$ cat config.mk
export PLATFORM = sky130hd
export DESIGN_NAME = core_supply_sequencer
export DESIGN_NICKNAME = d
export VERILOG_FILES = /design/src/rtl/core_seq_pkg.sv /design/src/rtl/core_supply_sequencer.sv
export SDC_FILE = /design/constraint.sdc
export NUM_CORES = 1
export LEC_CHECK = 0
export ABC_CLOCK_PERIOD_IN_PS = 11900
export CAP_MARGIN = 0
export CORE_AREA = 2 2 162 164
export DETAILED_ROUTE_END_ITERATION = 10
export DIE_AREA = 0 0 164 166
export DONT_BUFFER_PORTS = 1
export HOLD_SLACK_MARGIN = 0.06
export PLACE_DENSITY = 0.69
export SYNTH_ARGS = -nofsm -noshare
export SYNTH_HDL_FRONTEND = slang
export SYNTH_SLANG_ARGS = --single-unit
$ cat constraint.sdc
create_clock -name clk -period 11.9 [get_ports clk]
set_input_delay 2.38 -clock clk [delete_from_list [all_inputs] [get_ports clk]]
set_output_delay 2.38 -clock clk [all_outputs]
set_load 0.01 [all_outputs]
$ cat src/rtl/core_seq_pkg.sv
package core_seq_pkg;
    localparam int CLK_MHZ = 200;
    localparam int BLANK_TIME_US = 20;
    localparam int BLANK_CYCLES = BLANK_TIME_US * CLK_MHZ;
    localparam int VID_LSB_UV = 12500;
    localparam int SLEW_UV_PER_US = 1000;
    localparam int STEP_CYCLES = (VID_LSB_UV * CLK_MHZ) / SLEW_UV_PER_US;
    localparam int CNT_W = 12;
    localparam logic [CNT_W-1:0] BLANK_LAST = CNT_W'(BLANK_CYCLES - 1);
    localparam logic [CNT_W-1:0] STEP_LAST = CNT_W'(STEP_CYCLES - 1);
    localparam logic [CNT_W-1:0] CNT_ZERO = 12'h000;
    localparam logic [CNT_W-1:0] CNT_ONE = 12'h001;

    localparam int VID_W = 7;
    localparam int NUM_DAC = 3;
    localparam int NUM_CORE = 2;
    localparam int FIELD_STRIDE = 8;
    typedef logic [VID_W-1:0] vid_t;
    typedef vid_t [NUM_DAC-1:0] dacVec_t;
    localparam vid_t VID_ZERO = 7'h00;
    localparam vid_t VID_ONE = 7'h01;
    // Two-bit boot code to DAC code, index 3 first
    localparam vid_t [3:0] BOOT_VID_TABLE = {7'h40, 7'h50, 7'h58, 7'h60};
    localparam dacVec_t DAC_ZERO = 21'h00_0000;

    localparam logic [31:0] ADDR_SERIAL_VID = 32'h0000_0000;
    localparam logic [31:0] ADDR_STATUS = 32'h0000_0004;
    localparam logic [31:0] ADDR_DAC = 32'h0000_0008;
    localparam logic [31:0] WORD_ZERO = 32'h0000_0000;
    localparam int HTRANS_ACTIVE_BIT = 1;
    localparam logic [2:0] HSIZE_WORD = 3'h2;

    localparam int STAT_STATE_LSB = 0;
    localparam int STAT_FAULT_BIT = 4;
    localparam int STAT_UVLO_BIT = 5;
    localparam int STAT_SERIAL_BIT = 6;
    localparam int STAT_DEBUG_BIT = 7;
    localparam int STAT_OVP_EN_BIT = 8;
    localparam int STAT_STRAP_BIT = 9;
    localparam int STAT_PG_PIN_BIT = 10;
    localparam int STAT_BOOT_STORED_BIT = 11;
    localparam int STAT_OV_LSB = 12;

    typedef enum logic [2:0] {
        ST_OFF = 3'b000,
        ST_REF_UP = 3'b001,
        ST_SOFT_START = 3'b010,
        ST_BOOT_WAIT = 3'b011,
        ST_RUN = 3'b100,
        ST_SOFT_CHIP_ENABLE_N = 3'b101,
        ST_CHIP_ENABLE_N_WAIT = 3'b110,
        ST_LATCHED = 3'b111
    } seqState_e;

    typedef enum logic [1:0] {
        GATE_OFF = 2'b00,
        GATE_SWITCH = 2'b01,
        GATE_LOW_ON = 2'b10
    } gateMode_e;

    typedef struct packed {
        logic chipEnableN;
        logic systemPowerOkIn;
        logic serialVidClock;
        logic serialVidData;
        logic referenceOk;
        logic planeStrapSensePin;
        logic protTiedHigh;
        logic protTiedLow;
        logic supplyAboveUvlo;
        logic supplyBelowClear;
        logic powerGoodPin;
        logic [NUM_CORE-1:0] pgOver;
        logic [NUM_CORE-1:0] pgUnder;
        logic [NUM_CORE-1:0] ovAboveDac;
        logic [NUM_CORE-1:0] ovAboveFixed;
        logic [NUM_CORE-1:0] inRegulation;
        logic [NUM_CORE-1:0] uvTrip;
    } pinIn_s;
    localparam int PIN_W = $bits(pinIn_s);
endpackage

$ cat src/rtl/core_supply_sequencer.sv
module core_supply_sequencer
    import core_seq_pkg::*;
(
    input wire logic clk,
    input wire logic sys_rst,
    input wire logic hsel,
    input wire logic [31:0] haddr,
    input wire logic [1:0] htrans,
    input wire logic hwrite,
    input wire logic [2:0] hsize,
    input wire logic [31:0] hwdata,
    input wire logic hready,
    output logic hreadyout,
    output logic [31:0] hrdata,
    output logic hresp,
    input wire logic chipEnableN,
    input wire logic systemPowerOkIn,
    input wire logic serialVidClock,
    input wire logic serialVidData,
    input wire logic referenceOk,
    input wire logic planeStrapSensePin,
    input wire logic protectionModePinHigh,
    input wire logic protectionModePinLow,
    input wire logic supplyAboveUvlo,
    input wire logic supplyBelowClear,
    input wire logic [NUM_CORE-1:0] pgOver,
    input wire logic [NUM_CORE-1:0] pgUnder,
    input wire logic [NUM_CORE-1:0] overvoltageAboveDac,
    input wire logic [NUM_CORE-1:0] overvoltageAboveFixed,
    input wire logic [NUM_CORE-1:0] inRegulation,
    input wire logic [NUM_CORE-1:0] undervoltageTrip,
    input wire logic powerGoodIn,
    output logic powerGoodOut,
    output logic powerGoodOeN,
    output gateMode_e [NUM_CORE-1:0] phaseGate,
    output logic [NUM_CORE-1:0] dischargeEn,
    output logic referenceEn,
    output logic nbBufferEn,
    output dacVec_t dacLevel
);
    pinIn_s pinRaw;
    pinIn_s pin;
    pinIn_s pinPrev;
    logic [PIN_W-1:0] syncA_ff, syncB_ff, syncC_ff, filt_ff, prev_ff, nxt_filt;

    seqState_e state_ff, nxt_state;
    dacVec_t target_ff, nxt_target, dac_ff, nxt_dac;
    dacVec_t bootLive_ff, nxt_bootLive, bootVid_ff, nxt_bootVid, svi_ff, nxt_svi;
    logic [CNT_W-1:0] timer_ff, nxt_timer, step_ff, nxt_step;
    logic [CNT_W-1:0] blank_ff, nxt_blank, holdCnt_ff, nxt_holdCnt;
    logic strap_ff, nxt_strap, bootStored_ff, nxt_bootStored;
    logic serialMode_ff, nxt_serialMode, debugHold_ff, nxt_debugHold;
    logic [1:0] codeAtFall_ff, nxt_codeAtFall;
    logic faultLatch_ff, nxt_faultLatch, uvloLatch_ff, nxt_uvloLatch;
    logic [NUM_CORE-1:0] ovFault_ff, nxt_ovFault, down_ff, nxt_down;
    logic hold_ff, nxt_hold, pgLow_ff, nxt_pgLow;
    gateMode_e [NUM_CORE-1:0] gate_ff, nxt_gate;
    logic [NUM_CORE-1:0] discharge_ff, nxt_discharge;
    logic refEn_ff, nxt_refEn, nbEn_ff, nxt_nbEn;
    logic wrPend_ff, nxt_wrPend;
    logic [31:0] wrAddr_ff, nxt_wrAddr, rdata_ff, nxt_rdata, readWord;

    logic enabled, pokRise, pokFall, ovpEnabled, debugMode, coreSlewing, atTarget;
    logic converting, faultHit, uvloTrip, windowBad, blanked, addrPhase, slewActive;
    logic [1:0] vidCode;
    logic [NUM_CORE-1:0] ovHit, ovSide;
    logic [31:0] statusWord;

    function automatic logic [31:0] packVid(input dacVec_t v);
        logic [31:0] w;
        w = WORD_ZERO;
        for (int k = 0; k < NUM_DAC; k++) begin
            w[k*FIELD_STRIDE +: VID_W] = v[k];
        end
        return w;
    endfunction

    function automatic dacVec_t unpackVid(input logic [31:0] w);
        dacVec_t v;
        v = DAC_ZERO;
        for (int k = 0; k < NUM_DAC; k++) begin
            v[k] = w[k*FIELD_STRIDE +: VID_W];
        end
        return v;
    endfunction

    // Pin capture: three stages, a change counts once stages two and three agree
    always_comb begin
        pinRaw.chipEnableN = chipEnableN;
        pinRaw.systemPowerOkIn = systemPowerOkIn;
        pinRaw.serialVidClock = serialVidClock;
        pinRaw.serialVidData = serialVidData;
        pinRaw.referenceOk = referenceOk;
        pinRaw.planeStrapSensePin = planeStrapSensePin;
        pinRaw.protTiedHigh = protectionModePinHigh;
        pinRaw.protTiedLow = protectionModePinLow;
        pinRaw.supplyAboveUvlo = supplyAboveUvlo;
        pinRaw.supplyBelowClear = supplyBelowClear;
        pinRaw.powerGoodPin = powerGoodIn;
        pinRaw.pgOver = pgOver;
        pinRaw.pgUnder = pgUnder;
        pinRaw.ovAboveDac = overvoltageAboveDac;
        pinRaw.ovAboveFixed = overvoltageAboveFixed;
        pinRaw.inRegulation = inRegulation;
        pinRaw.uvTrip = undervoltageTrip;
    end

    for (genvar gi = 0; gi < PIN_W; gi++) begin : g_filt
        assign nxt_filt[gi] = (syncB_ff[gi] == syncC_ff[gi]) ? syncC_ff[gi] : filt_ff[gi];
    end

    always_ff @(posedge clk or posedge sys_rst) begin
        if (sys_rst) begin
            syncA_ff <= '0;
            syncB_ff <= '0;
            syncC_ff <= '0;
            filt_ff <= '0;
            prev_ff <= '0;
        end else begin
            syncA_ff <= pinRaw;
            syncB_ff <= syncA_ff;
            syncC_ff <= syncB_ff;
            filt_ff <= nxt_filt;
            prev_ff <= filt_ff;
        end
    end

    assign pin = pinIn_s'(filt_ff);
    assign pinPrev = pinIn_s'(prev_ff);
    assign enabled = pin.chipEnableN;
    assign pokRise = pin.systemPowerOkIn & ~pinPrev.systemPowerOkIn;
    assign pokFall = ~pin.systemPowerOkIn & pinPrev.systemPowerOkIn;
    assign ovpEnabled = pin.protTiedLow & ~pin.protTiedHigh;
    assign debugMode = ~pin.protTiedLow & ~pin.protTiedHigh;
    assign vidCode = {pin.serialVidClock, pin.serialVidData};
    assign coreSlewing = (dac_ff[0] != target_ff[0]) | (dac_ff[1] != target_ff[1]);
    assign atTarget = dac_ff == target_ff;
    assign converting = (state_ff == ST_SOFT_START) | (state_ff == ST_BOOT_WAIT)
        | (state_ff == ST_RUN);
    assign slewActive = converting | (state_ff == ST_SOFT_CHIP_ENABLE_N);
    assign ovHit = {NUM_CORE{ovpEnabled}}
        & ((down_ff & pin.ovAboveFixed) | (~down_ff & pin.ovAboveDac));
    assign faultHit = converting & ~faultLatch_ff & ((|ovHit) | (|pin.uvTrip));
    assign ovSide = strap_ff ? {NUM_CORE{|ovHit}} : ovHit;
    assign uvloTrip = ~pin.supplyAboveUvlo & (state_ff != ST_OFF) & (state_ff != ST_LATCHED);
    assign windowBad = (|pin.pgUnder) | (|(pin.pgOver & ~down_ff));

    // Sequencer
    always_comb begin
        nxt_state = state_ff;
        nxt_target = target_ff;
        nxt_timer = timer_ff;
        nxt_strap = strap_ff;
        nxt_bootLive = bootLive_ff;
        nxt_bootVid = bootVid_ff;
        nxt_bootStored = bootStored_ff;
        nxt_serialMode = serialMode_ff;
        nxt_debugHold = debugHold_ff;
        nxt_codeAtFall = codeAtFall_ff;
        unique case (state_ff)
            ST_OFF: begin
                nxt_serialMode = 1'b0;
                nxt_debugHold = 1'b0;
                nxt_target = DAC_ZERO;
                if (enabled && pin.supplyAboveUvlo && !faultLatch_ff && !uvloLatch_ff) begin
                    nxt_state = ST_REF_UP;
                end
            end
            ST_REF_UP: begin
                if (pin.referenceOk) begin
                    nxt_strap = pin.planeStrapSensePin;
                    nxt_bootLive = {NUM_DAC{BOOT_VID_TABLE[vidCode]}};
                    nxt_target = {NUM_DAC{BOOT_VID_TABLE[vidCode]}};
                    nxt_state = ST_SOFT_START;
                end
            end
            ST_SOFT_START: begin
                nxt_timer = CNT_ZERO;
                if (atTarget) begin
                    nxt_state = ST_BOOT_WAIT;
                end
            end
            ST_BOOT_WAIT: begin
                nxt_timer = timer_ff + CNT_ONE;
                if (timer_ff == BLANK_LAST) begin
                    nxt_state = ST_RUN;
                    if (!bootStored_ff) begin
                        nxt_bootVid = bootLive_ff;
                        nxt_bootStored = 1'b1;
                    end
                end
            end
            ST_RUN: begin
                if (pokFall) begin
                    nxt_serialMode = 1'b0;
                    nxt_debugHold = 1'b1;
                    nxt_codeAtFall = vidCode;
                    nxt_target = bootVid_ff;
                end else if (pokRise) begin
                    nxt_serialMode = 1'b1;
                end else if (serialMode_ff) begin
                    nxt_target = svi_ff;
                end else if (debugMode && (!debugHold_ff || vidCode != codeAtFall_ff)) begin
                    nxt_debugHold = 1'b0;
                    nxt_target = {NUM_DAC{BOOT_VID_TABLE[vidCode]}};
                end
            end
            ST_SOFT_CHIP_ENABLE_N: begin
                nxt_target = DAC_ZERO;
                nxt_timer = CNT_ZERO;
                if (dac_ff == DAC_ZERO) begin
                    nxt_state = ST_CHIP_ENABLE_N_WAIT;
                end
            end
            ST_CHIP_ENABLE_N_WAIT: begin
                nxt_timer = timer_ff + CNT_ONE;
                if (timer_ff == BLANK_LAST) begin
                    nxt_state = faultLatch_ff ? ST_LATCHED : ST_OFF;
                end
            end
            ST_LATCHED: begin
                nxt_target = DAC_ZERO;
                if (!faultLatch_ff && !uvloLatch_ff) begin
                    nxt_state = ST_OFF;
                end
            end
        endcase
        if (uvloTrip) begin
            nxt_state = ST_LATCHED;
            nxt_bootStored = 1'b0;
        end else if (!enabled && (converting || state_ff == ST_REF_UP)) begin
            nxt_state = ST_SOFT_CHIP_ENABLE_N;
        end else if (faultHit) begin
            nxt_state = ST_SOFT_CHIP_ENABLE_N;
        end
    end

    // Latches and downward-move flags; a new event wins over a clear
    always_comb begin
        nxt_faultLatch = (faultLatch_ff & enabled & ~pin.supplyBelowClear) | faultHit;
        nxt_ovFault = (ovFault_ff & {NUM_CORE{enabled & ~pin.supplyBelowClear}})
            | (faultHit ? ovSide : '0);
        nxt_uvloLatch = (uvloLatch_ff & ~pin.supplyBelowClear) | uvloTrip;
        for (int i = 0; i < NUM_CORE; i++) begin
            nxt_down[i] = (down_ff[i] & ~((dac_ff[i] == target_ff[i]) & pin.inRegulation[i]))
                | (nxt_target[i] < dac_ff[i]);
        end
    end

    // DAC slew at one code step per step period
    always_comb begin
        nxt_dac = dac_ff;
        nxt_step = CNT_ZERO;
        if (!slewActive) begin
            nxt_dac = DAC_ZERO;
        end else if (step_ff != STEP_LAST) begin
            nxt_step = step_ff + CNT_ONE;
        end else begin
            for (int k = 0; k < NUM_DAC; k++) begin
                if (dac_ff[k] < target_ff[k]) begin
                    nxt_dac[k] = dac_ff[k] + VID_ONE;
                end else if (dac_ff[k] > target_ff[k]) begin
                    nxt_dac[k] = dac_ff[k] - VID_ONE;
                end
            end
        end
    end

    // Power-good
    assign blanked = coreSlewing | (blank_ff != CNT_ZERO);
    always_comb begin
        nxt_blank = blank_ff;
        nxt_hold = hold_ff;
        nxt_holdCnt = holdCnt_ff;
        if (state_ff == ST_RUN && coreSlewing) begin
            nxt_blank = BLANK_LAST;
        end else if (blank_ff != CNT_ZERO) begin
            nxt_blank = blank_ff - CNT_ONE;
        end
        if (state_ff != ST_RUN) begin
            nxt_hold = 1'b0;
        end else if (pokFall || (hold_ff && (windowBad || coreSlewing))) begin
            nxt_hold = 1'b1;
            nxt_holdCnt = BLANK_LAST;
        end else if (hold_ff && holdCnt_ff == CNT_ZERO) begin
            nxt_hold = 1'b0;
        end else if (hold_ff) begin
            nxt_holdCnt = holdCnt_ff - CNT_ONE;
        end
        if (!enabled) begin
            nxt_pgLow = 1'b1;
        end else if (state_ff != ST_RUN) begin
            nxt_pgLow = 1'b1;
        end else if (hold_ff || pokFall) begin
            nxt_pgLow = 1'b1;
        end else if (blanked) begin
            nxt_pgLow = 1'b0;
        end else begin
            nxt_pgLow = windowBad;
        end
    end

    // Drivers, discharge switches, reference
    always_comb begin
        for (int i = 0; i < NUM_CORE; i++) begin
            if (nxt_uvloLatch) begin
                nxt_gate[i] = GATE_OFF;
            end else if (nxt_ovFault[i]) begin
                nxt_gate[i] = GATE_LOW_ON;
            end else if (nxt_state inside {ST_SOFT_START, ST_BOOT_WAIT, ST_RUN, ST_SOFT_CHIP_ENABLE_N}) begin
                nxt_gate[i] = GATE_SWITCH;
            end else begin
                nxt_gate[i] = GATE_OFF;
            end
        end
        nxt_discharge = {NUM_CORE{nxt_state inside {ST_OFF, ST_CHIP_ENABLE_N_WAIT, ST_LATCHED}}};
        nxt_refEn = nxt_state inside {ST_REF_UP, ST_SOFT_START, ST_BOOT_WAIT, ST_RUN,
            ST_SOFT_CHIP_ENABLE_N, ST_CHIP_ENABLE_N_WAIT};
        nxt_nbEn = nxt_state inside {ST_SOFT_START, ST_BOOT_WAIT, ST_RUN, ST_SOFT_CHIP_ENABLE_N,
            ST_CHIP_ENABLE_N_WAIT};
    end

    // AHB-Lite slave, zero wait states
    always_comb begin
        statusWord = WORD_ZERO;
        statusWord[STAT_STATE_LSB +: 3] = state_ff;
        statusWord[STAT_FAULT_BIT] = faultLatch_ff;
        statusWord[STAT_UVLO_BIT] = uvloLatch_ff;
        statusWord[STAT_SERIAL_BIT] = serialMode_ff;
        statusWord[STAT_DEBUG_BIT] = debugMode;
        statusWord[STAT_OVP_EN_BIT] = ovpEnabled;
        statusWord[STAT_STRAP_BIT] = strap_ff;
        statusWord[STAT_PG_PIN_BIT] = pin.powerGoodPin;
        statusWord[STAT_BOOT_STORED_BIT] = bootStored_ff;
        statusWord[STAT_OV_LSB +: NUM_CORE] = ovFault_ff;
        unique case (haddr)
            ADDR_SERIAL_VID: readWord = packVid(svi_ff);
            ADDR_STATUS: readWord = statusWord;
            ADDR_DAC: readWord = packVid(dac_ff);
            default: readWord = WORD_ZERO;
        endcase
        addrPhase = hsel & hready & htrans[HTRANS_ACTIVE_BIT];
        nxt_wrPend = addrPhase & hwrite & (hsize == HSIZE_WORD);
        nxt_wrAddr = addrPhase ? haddr : wrAddr_ff;
        nxt_rdata = (addrPhase && !hwrite) ? readWord : rdata_ff;
        nxt_svi = svi_ff;
        if (state_ff == ST_RUN && pokRise) begin
            nxt_svi = target_ff;
        end else if (wrPend_ff && wrAddr_ff == ADDR_SERIAL_VID && serialMode_ff
                && pin.systemPowerOkIn) begin
            nxt_svi = unpackVid(hwdata);
        end
    end

    always_ff @(posedge clk or posedge sys_rst) begin
        if (sys_rst) begin
            state_ff <= ST_OFF;
            target_ff <= DAC_ZERO;
            dac_ff <= DAC_ZERO;
            bootLive_ff <= DAC_ZERO;
            bootVid_ff <= DAC_ZERO;
            svi_ff <= DAC_ZERO;
            timer_ff <= CNT_ZERO;
            step_ff <= CNT_ZERO;
            blank_ff <= CNT_ZERO;
            holdCnt_ff <= CNT_ZERO;
            strap_ff <= 1'b0;
            bootStored_ff <= 1'b0;
            serialMode_ff <= 1'b0;
            debugHold_ff <= 1'b0;
            codeAtFall_ff <= 2'h0;
            faultLatch_ff <= 1'b0;
            uvloLatch_ff <= 1'b0;
            ovFault_ff <= '0;
            down_ff <= '0;
            hold_ff <= 1'b0;
            pgLow_ff <= 1'b1;
            gate_ff <= {NUM_CORE{GATE_OFF}};
            discharge_ff <= '0;
            refEn_ff <= 1'b0;
            nbEn_ff <= 1'b0;
            wrPend_ff <= 1'b0;
            wrAddr_ff <= WORD_ZERO;
            rdata_ff <= WORD_ZERO;
        end else begin
            state_ff <= nxt_state;
            target_ff <= nxt_target;
            dac_ff <= nxt_dac;
            bootLive_ff <= nxt_bootLive;
            bootVid_ff <= nxt_bootVid;
            svi_ff <= nxt_svi;
            timer_ff <= nxt_timer;
            step_ff <= nxt_step;
            blank_ff <= nxt_blank;
            holdCnt_ff <= nxt_holdCnt;
            strap_ff <= nxt_strap;
            bootStored_ff <= nxt_bootStored;
            serialMode_ff <= nxt_serialMode;
            debugHold_ff <= nxt_debugHold;
            codeAtFall_ff <= nxt_codeAtFall;
            faultLatch_ff <= nxt_faultLatch;
            uvloLatch_ff <= nxt_uvloLatch;
            ovFault_ff <= nxt_ovFault;
            down_ff <= nxt_down;
            hold_ff <= nxt_hold;
            pgLow_ff <= nxt_pgLow;
            gate_ff <= nxt_gate;
            discharge_ff <= nxt_discharge;
            refEn_ff <= nxt_refEn;
            nbEn_ff <= nxt_nbEn;
            wrPend_ff <= nxt_wrPend;
            wrAddr_ff <= nxt_wrAddr;
            rdata_ff <= nxt_rdata;
        end
    end

    // Open-drain: the pin is only ever pulled low
    assign powerGoodOut = 1'b0;
    assign powerGoodOeN = ~pgLow_ff;
    assign phaseGate = gate_ff;
    assign dischargeEn = discharge_ff;
    assign referenceEn = refEn_ff;
    assign nbBufferEn = nbEn_ff;
    assign dacLevel = dac_ff;
    assign hrdata = rdata_ff;
    assign hreadyout = 1'b1;
    assign hresp = 1'b0;
endmodule

**Yosys cells after proc, flatten, opt, wreduce, memory -nomap -nowiden**

Index checks and enable logic that the tools add are counted.

- $add $sub $neg: 10
- Magnitude comparators: 9
- Equal/unequal tests: 61
- Mux-type cells: 64
- Bitwise logic cells: 51
- Reduce and logical (&&, ||, !) cells: 63

Operators by type and width:

| operator | count |
|---|---|
| $mux 21 | 9 |
| $mux 12 | 7 |
| $pmux 23 s3 | 1 |
| $logic_not 32->1 | 2 |
| $pmux 21 s3 | 1 |
| $mux 7 | 7 |
| $lt 7x7->1 | 5 |
| $mux 3 | 11 |
| $eq 32x3->1 const B | 1 |
| $eq 32x4->1 const B | 1 |
| $add 12x1->12 const B | 2 |
| $eq 3x3->1 const B | 8 |
| $pmux 12 s2 | 1 |
| $sub 12x1->12 const B | 2 |
| $eq 1x1->1 | 23 |
| $add 7x1->7 const B | 3 |
| $eq 21x21->1 | 1 |
| $gt 7x7->1 | 3 |
| $logic_not 21->1 | 1 |
| $pmux 3 s7 | 1 |
| $sub 7x1->7 const B | 3 |
| $and 1x1->1 | 20 |
| $ne 3x3->1 const B | 6 |
| $mux 1 | 17 |
| other kinds (35) | 122 |

- Flip-flop bits (word level): 328
- Logic and storage cells: 320

**Logic depth before layout (Yosys ltp)**

Gate-level depths: netlist of the first run.

- Depth after elaboration: 15
- Gate-level depth with buffers: 13
- Depth with buffers taken out: 13

**Least setup slack after synthesis of the first run**

Ideal clock, no wire load.

- Path kind: input -> register
- From: input port haddr[5]
- To: register rdata_ff[14] (netlist: hrdata[14])
- Setup time: 0.083 ns
- Data arrival time: 3.927 ns
- Path slack: 7.891 ns
- Cell stages on the path: 7
- Buffers on the path: 1
- Path through: or4_1 -> nor3_2 -> nand4_2 -> nor3b_4 -> buf_4 -> a22oi_1 -> o21ai_0

- Longest elaborated chain between the ends: 2

Ends and longest elaborated chain:

| element | line | source |
|---|---|---|
| start, declared | core_supply_sequencer.sv:7 | `input wire logic [31:0] haddr,` |
| $eq 32x4->1 (tied with other cells) | core_supply_sequencer.sv:336 | `unique case (haddr)` |
| $pmux 23 s3 * | core_supply_sequencer.sv:336 |  |
| end signal, assigned | core_supply_sequencer.sv:413 | `rdata_ff <= nxt_rdata;` |
| end, declared | core_supply_sequencer.sv:61 | `logic [31:0] wrAddr_ff, nxt_wrAddr, rdata_ff, nxt_rdata, readWord;` |

Every way passes the cells marked *; elsewhere a longest branch is shown, timed or not.
A chain may end at the register's enable or synchronous reset.

==> metrics.cfg, run 1 <==
[routing]
wirelength_mm=31.9
vias=9763
initialDrtViolationCount=703
drt-wirelength-per-cell_um=19.6
viasPerCell=6.00
ant_nets=0
drc_errors=0
drtPass1Iterations=5

[floorplanning]
start_util_pct=53.7
ioPinCount=162
die_h_um=166
core_area_sq_um=25600
dieWidth_um=164
row_count=59
die-area_sq_um=27200

[clocking]
clock_path_buffers=3
cts-root-buf=clkbuf_16
cts_tree=built
clkTransAtPathRegs_ns=0.06
cts_buffers=31
cts_resized=0
cts_setup_buffers=0
cts_hold_buffers=0
htreeDepth=1
cts.sinks=291
clk_latency_ns=0.58

[synthesis]
syn_area_sq_um=13800
synth_mux_area_share_pct=5.90
yosys.area.top_type=dfrtp_1
yosys_warnings=0
postSynthRegisterBits=291
synthCells=1266
synthTopCellsByArea=dfrtp_1 53%, ha_1 5.1%, mux2_2 3.7%, nand2_1 3.4%, o21ai_0 3.2%
ys_types=86
synth_seq_area_share_pct=52.9
synth.top_cell.area_share_pct=52.7
synth_edf_count=0
synth_fa_ha_area_share_pct=7.28
synth_xor_area_share_pct=2.74
synth_top_family_by_area=compound AO/OA/AOI/OAI gates
avgSynthCellArea_sq_um=10.9
async_reset_ff_share_pct=100
ys.flop_type=dfrtp_1
yosys.area_share.simple_pct=13.4
synth-compound-area-share_pct=13.9

[setup_path]
cp_max_fo=153
arrival_ns=4.74
startpoint_type=input port
crit_chain=inv_8 -> buf_4 -> buf_4
cpMaxStageDelayCell=buf_4
path_buf_inv=3
path_delay_family=buffers and inverters
required_ns=12.44
slowest_delay_ns=0.88
criticalPathCategory=input port to async pin
cp_common_cell=buf_4
cp-end-kind=async pin

[power]
p_leak_nw=6.49
p_per_area_nw_per_um2=254
total_power_w=0.00384
ir_worst_vdd_v=0.000194

[place]
portBuffers=0
dp_hpwl_mm=22.8
postPlaceCellArea_sq_um=14000
routabilityCongestion=0.929
pre_cts_slack_ns=6.92

[global_route]
grt_pass1_wl_mm=52.0
grt_use_total_pct=23.8
grt_max_degree=154
antenna_found_initial=1
grt_overflow=0
first_global_vias=9861

[timing]
worstMarginPinSlew_ns=1.37
finalSetupTns_ns=0
worst_clock_skew_ns=0.0220
setup_viol=0
rsz0062_at_grt=false
fmax_mhz=239
slew_headroom_pct=7.69
drv_slew=0
fin_ws_ns=7.71
min_period_ns=4.19
min_period_over_period_pct=35.2
hold_violations=0

[finish]
final_cell_mix=290 x dfrtp_1, 126 x nand2_1, 88 x o21ai_0
final_common_cell=dfrtp_1
area_growth_pct=9.84
fin_area_sq_um=15100
fin_nets=1422
drive_gt1_share_pct=11.2

[hold_path]
hold_class=flip-flop to flip-flop

[status]
status=completed

[flow_run]
max-cap-violations=0

## synthesized netlist by cell type (all sizes together), types with 26 or more instances
cell type  instances
nor2              74
mux2i             29
nand3             33
clkbuf            27
a21oi             53
ha                56
mux2              46
dfrtp            290
nand2            126
buf               29
o21ai             91
inv               63
nor4              26
## routing by layer
layer	up-vias	wire, um	GRT usage, %
met4	0	1110	7.89
met5	-	0	0
met3	73	2270	4.75
met2	337	14200	37.1
met1	4805	14300	33.7
li1	4548	-	-
## per-stage QoR
step	hold WS, ns	utilization (%)	std cells
after detailed placement	0.336	54.8	1568
after global routing	0.351	59.0	1626
after floorplan	0.331	-	1277
final	0.347	59.0	1627
after global placement	0.332	54.8	1568
after CTS	0.349	59.0	1626
## path summary, 6_finish.rpt
| kind | from | to | slack [ns] | cells past startpoint |
|---|---|---|---|---|
| setup / recovery | sys_rst | dacLevel[18] | 7.71 | 3 |
| hold / removal | syncA_ff[8] | syncB_ff[8] | 0.35 | 0 |
| setup reg to reg | state_ff[2] | dacLevel[6] | 8.09 | 7 |
| hold reg to reg | syncA_ff[8] | syncB_ff[8] | 0.35 | 0 |
| max in group clk | haddr[5] | hrdata[19] | 8.02 | 6 |
| min in group asynchronous | sys_rst | syncA_ff[3] | 1.89 | 1 |
## cell families (layout without fill, tap and decap cells)
| kind of cell | count (synthesis) | count (layout) |
|---|---|---|
| adder cells (fa/ha/maj) | 83 | 83 |
| XOR/XNOR | 43 | 43 |
| other | 2 | 14 |
| AO/OA/AOI/OAI | 287 | 287 |
| multiplexers | 75 | 75 |
| buffers and inverters | 119 | 133 |
| flip-flops | 291 | 291 |
| AND/OR/NAND/NOR | 366 | 366 |
## layout make-up
type,count,area (sq um)
Timing Repair Buffer,12,90.1
Inverter,63,244
Fill cell,2128,10500
Clock inverter,18,208
Tap cell,335,419
Antenna cell,1,2.50
Clock buffer,40,860
Sequential cell,291,7280
Multi-Input combinational cell,867,6010
## sequential cells by signal, summed over array words and instances (netlist names), 21 cells and up
| name | cells |
|---|---|
| wrAddr_ff | 32 |
| filt_ff | 23 |
| syncA_ff | 23 |
| syncB_ff | 23 |
| syncC_ff | 23 |
| hrdata | 22 |
| dacLevel | 21 |
| svi_ff | 21 |
| target_ff | 21 |
## worst register-to-register path, cell delays in order, from the launching register on
cell and delay (ns):
dfrtp_1 0.49, buf_4 0.26, xnor2_1 1.02, a41o_1 0.57
inv_1 0.26, a31oi_1 0.81, o21a_1 0.21, o21ai_0 0.07
## report_power, final
group,switching (W),internal (W),leakage (nW),total [W]
combinational,0.000825,0.000588,2.38,0.00141
clock,0.000403,0.000581,0.518,0.000984
sequential,0.000249,0.00119,3.60,0.00144
total,0.00148,0.00236,6.49,0.00384
No activity file was read; power rests on OpenSTA's default activity.
==> inputs of run 2 (changes only) <==
==> config.mk (replaced) <==
export PLATFORM = sky130hd
export DESIGN_NAME = core_supply_sequencer
export DESIGN_NICKNAME = d
export VERILOG_FILES = /design/src/rtl/core_seq_pkg.sv /design/src/rtl/core_supply_sequencer.sv
export SDC_FILE = /design/constraint.sdc
export NUM_CORES = 1
export LEC_CHECK = 0
export ABC_AREA = 1
export ABC_CLOCK_PERIOD_IN_PS = 3800
export CAP_MARGIN = 0
export CORE_AREA = 2 2 165 167
export DETAILED_ROUTE_END_ITERATION = 10
export DIE_AREA = 0 0 167 169
export DONT_BUFFER_PORTS = 1
export HOLD_SLACK_MARGIN = 0.06
export PLACE_DENSITY = 0.72
export SYNTH_ARGS = -nofsm -noshare
export SYNTH_HDL_FRONTEND = slang
export SYNTH_SLANG_ARGS = --single-unit
==> constraint.sdc (replaced) <==
create_clock -name clk -period 3.8 [get_ports clk]
set_input_delay 0.76 -clock clk [delete_from_list [all_inputs] [get_ports clk]]
set_output_delay 0.76 -clock clk [all_outputs]
set_load 0.01 [all_outputs]
==> metrics.cfg, run 2 <==
[status]
status=completed

[setup_path]
cp-end-kind=flip-flop
slowest_delay_ns=0.55  ; -0.33 ns
r2r-start=filt_ff[21]
cp_max_fo=12  ; -92%
crit_start=filt_ff[21]
cpMaxStageDelayCell=dfrtp_1
required_ns=4.30  ; -8.14 ns
endpoint=down_ff[0]
crit_chain=ha_1 -> inv_1 -> nand4_1 -> nand2_1 -> nor3_1 -> buf_4 -> o21ai_0 -> o21ai_0 -> ha_1 -> a21oi_1 -> nand2_1 -> nand2_1 -> nand2_1 -> nand2_1
startpoint_type=flip-flop
criticalPathCategory=flip-flop to flip-flop
r2r_slack_ns=0.72  ; -7.37 ns
cp_common_cell=nand2_1
arrival_ns=3.59  ; -1.15 ns
r2r_end=down_ff[0]
rr_worst_depth=14  ; +7

[power]
total_power_w=0.0115  ; +200%
p_per_area_nw_per_um2=738  ; +190%
pwr-share-seq_pct=37.5  ; about the same
ir_worst_vdd_v=0.000497  ; +160%
switching_share_pct=40.2  ; +1.7 points
p_clk_share_pct=24.7  ; -0.9 points
p_sw_w=0.00464  ; +210%
internal_power_w=0.00690  ; +190%
pwr-share-comb_pct=37.9  ; +1.1 points
p_leak_nw=7.70  ; +19%

[synthesis]
ys.flop_type=dfrtp_1
synth_seq_area_share_pct=50.9  ; -2.0 points
synth.top_cell.area_share_pct=50.7  ; -2.0 points
ys_types=54  ; -37%
yosys_warnings=0  ; unchanged
synthCells=1663  ; +31%
synth_edf_count=0  ; unchanged
syn_area_sq_um=14300  ; +4.0%
async_reset_ff_share_pct=100  ; unchanged
yosys.cell_count.top_type=nand2_1
postSynthRegisterBits=291  ; unchanged
yosys.area.top_type=dfrtp_1
avgSynthCellArea_sq_um=8.60  ; -21%
synthTopCellsByArea=dfrtp_1 51%, nand2_1 11%, ha_1 4.9%, o21ai_0 4.8%, inv_1 4.7%
synth_top_cells_by_count=424 x nand2_1, 290 x dfrtp_1, 181 x inv_1

[place]
routabilityCongestion=0.880  ; -5.3%
dp_cells=1984  ; +27%
portBuffers=0  ; unchanged
dp_hpwl_mm=25.0  ; +9.9%

[global_route]
grtUsageMet3_pct=3.90  ; -0.84 points
antenna_found_initial=1  ; unchanged
grt_max_degree=137  ; -11%
use_met2_pct=39.0  ; +1.8 points
grt-busiest-layer=met2
grt_pass1_wl_mm=55.6  ; +7.0%
grt_overflow=0  ; unchanged
grt_use_total_pct=24.4  ; +0.57 points
first_global_vias=10790  ; +9.4%
use_met1_pct=34.2  ; +0.59 points

[finish]
largest_reg_flops=32  ; unchanged
fin_nets=1833  ; +29%
fill_cells=2299  ; +8.0%
final_cell_mix=424 x nand2_1, 290 x dfrtp_1, 180 x inv_1
finalNonFillerCells=2039  ; +25%
seq_area_sq_um=7280  ; unchanged
drive_gt1_share_pct=7.84  ; -3.4 points
final_common_cell=nand2_1
area_growth_pct=9.25
regMostFlops=wrAddr_ff
multiInputGateArea_sq_um=6050  ; +0.69%

[timing]
min_period_over_period_pct=81.2
drv_slew=0  ; unchanged
slew_headroom_pct=49.3  ; +42 points
hold_violations=0  ; unchanged
min_period_ns=3.08
rsz0062_at_grt=false
setup_viol=0  ; unchanged
finalSetupTns_ns=0  ; unchanged
worstMarginPinSlew_ns=0.761  ; -0.611 ns
fin_worst_hold_slack_ns=0.228  ; -0.119 ns
worst_clock_skew_ns=0.0123  ; -0.00967 ns
fmax_mhz=324

[routing]
drt-wirelength-per-cell_um=16.6  ; -15%
initialDrtViolationCount=931  ; +32%
viasPerCell=5.44  ; -9.3%
ant_nets=0  ; unchanged
drc_errors=0  ; unchanged
wirelength_mm=33.9  ; +6.3%
drtPass1Iterations=5  ; unchanged
vias=11095  ; +14%

[floorplanning]
die_h_um=169  ; +1.8%
row_count=60  ; +1.7%
core_area_sq_um=26500  ; +3.5%
die-area_sq_um=28200  ; +3.7%
dieWidth_um=167  ; +1.8%
ioPinCount=162  ; unchanged
start_util_pct=54.0  ; +0.28 points

[clocking]
clk_latency_ns=0.56  ; -0.02 ns
cts_resized=0  ; unchanged
cts_setup_buffers=0  ; unchanged
cts_hold_buffers=1  ; +1
clock_path_buffers=3  ; unchanged
htreeDepth=1  ; unchanged
cts.sinks=291  ; unchanged
cts_buffers=31  ; unchanged
cts_tree=built
cts-root-buf=clkbuf_16
clkTransAtPathRegs_ns=0.06  ; about the same

[hold_path]
hold_class=input port to flip-flop

[flow_run]
max-cap-violations=0  ; unchanged

## run 2: changes by cell type after synthesis, moves of 42 or more
cell     before  now
nand2_1     126  424
inv_1        63  181
nand3_1      33  118
nor2_1       74  128
o21ai_0      88  136
mux2_2       45    3
## run 2: worst min-delay path by stage
stage / start / to / depth (start not counted)
4_1_cts: pgUnder[1] / syncA_ff[9] / 0
3_3_place_gp: syncA_ff[0] / syncB_ff[0] / 0
2_1_floorplan: syncA_ff[0] / syncB_ff[0] / 0
5_1_grt: pgUnder[1] / syncA_ff[9] / 0
6_report: pgUnder[1] / syncA_ff[9] / 0
3_5_place_dp: syncA_ff[15] / syncB_ff[15] / 0
## run 2: power groups by stage
| stage | clock [W] | combinational (W) | sequential, W |
|---|---|---|---|
| floorplan | 0 | 0.00341 | 0.00416 |
| detailed placement | 0 | 0.00433 | 0.00436 |
| CTS | 0.00290 | 0.00437 | 0.00431 |
| global route | 0.00303 | 0.00500 | 0.00440 |
| finish | 0.00284 | 0.00437 | 0.00432 |
| global placement | 0 | 0.00417 | 0.00434 |
## run 2: kinds of logic after synthesis
family	synth area share, %
flops	50.9
mux	0.236
other cells	0.0525
fa+ha+maj	6.93
buf+inv	7.18
xor+xnor	1.41
compound gates	9.52
simple gates	23.8
## run 2: through the flow
stage | cell area [sq um] | worst slack (ns) | utilization, %
floorplan | 14400 | -0.820 | -
global placement | 14700 | 0.839 | 55.3
detailed placement | 14700 | 0.791 | 55.3
CTS | 15600 | 0.788 | 59.0
global route | 15600 | 0.454 | 59.0
finish | 15600 | 0.715 | 59.0
## run 2: layout make-up
type                            instances  share of cell area (%)
Timing Repair Buffer                   19                    1.09
Tap cell                              341                    2.73
Clock buffer                           39                    5.48
Inverter                              193                    4.72
Sequential cell                       291                    46.6
Clock inverter                         14                   0.680
Multi-Input combinational cell       1141                    38.7
Antenna cell                            1                  0.0160
## run 2: metal layers
layer,share of wire [%],vias up
li1,-,5412
met2,45,353
met1,45,5268
met4,3.7,0
met3,6.6,62
met5,0,-
## run 2: worst max-delay path: cells and delay by family (launching register included)
kind / cells / cell delay (ns)
AO/OA/AOI/OAI: 3 / 0.36
buffers and inverters: 2 / 0.43
AND/OR/NAND/NOR: 7 / 0.89
flip-flops: 1 / 0.55
adder cells (fa/ha/maj): 2 / 0.80
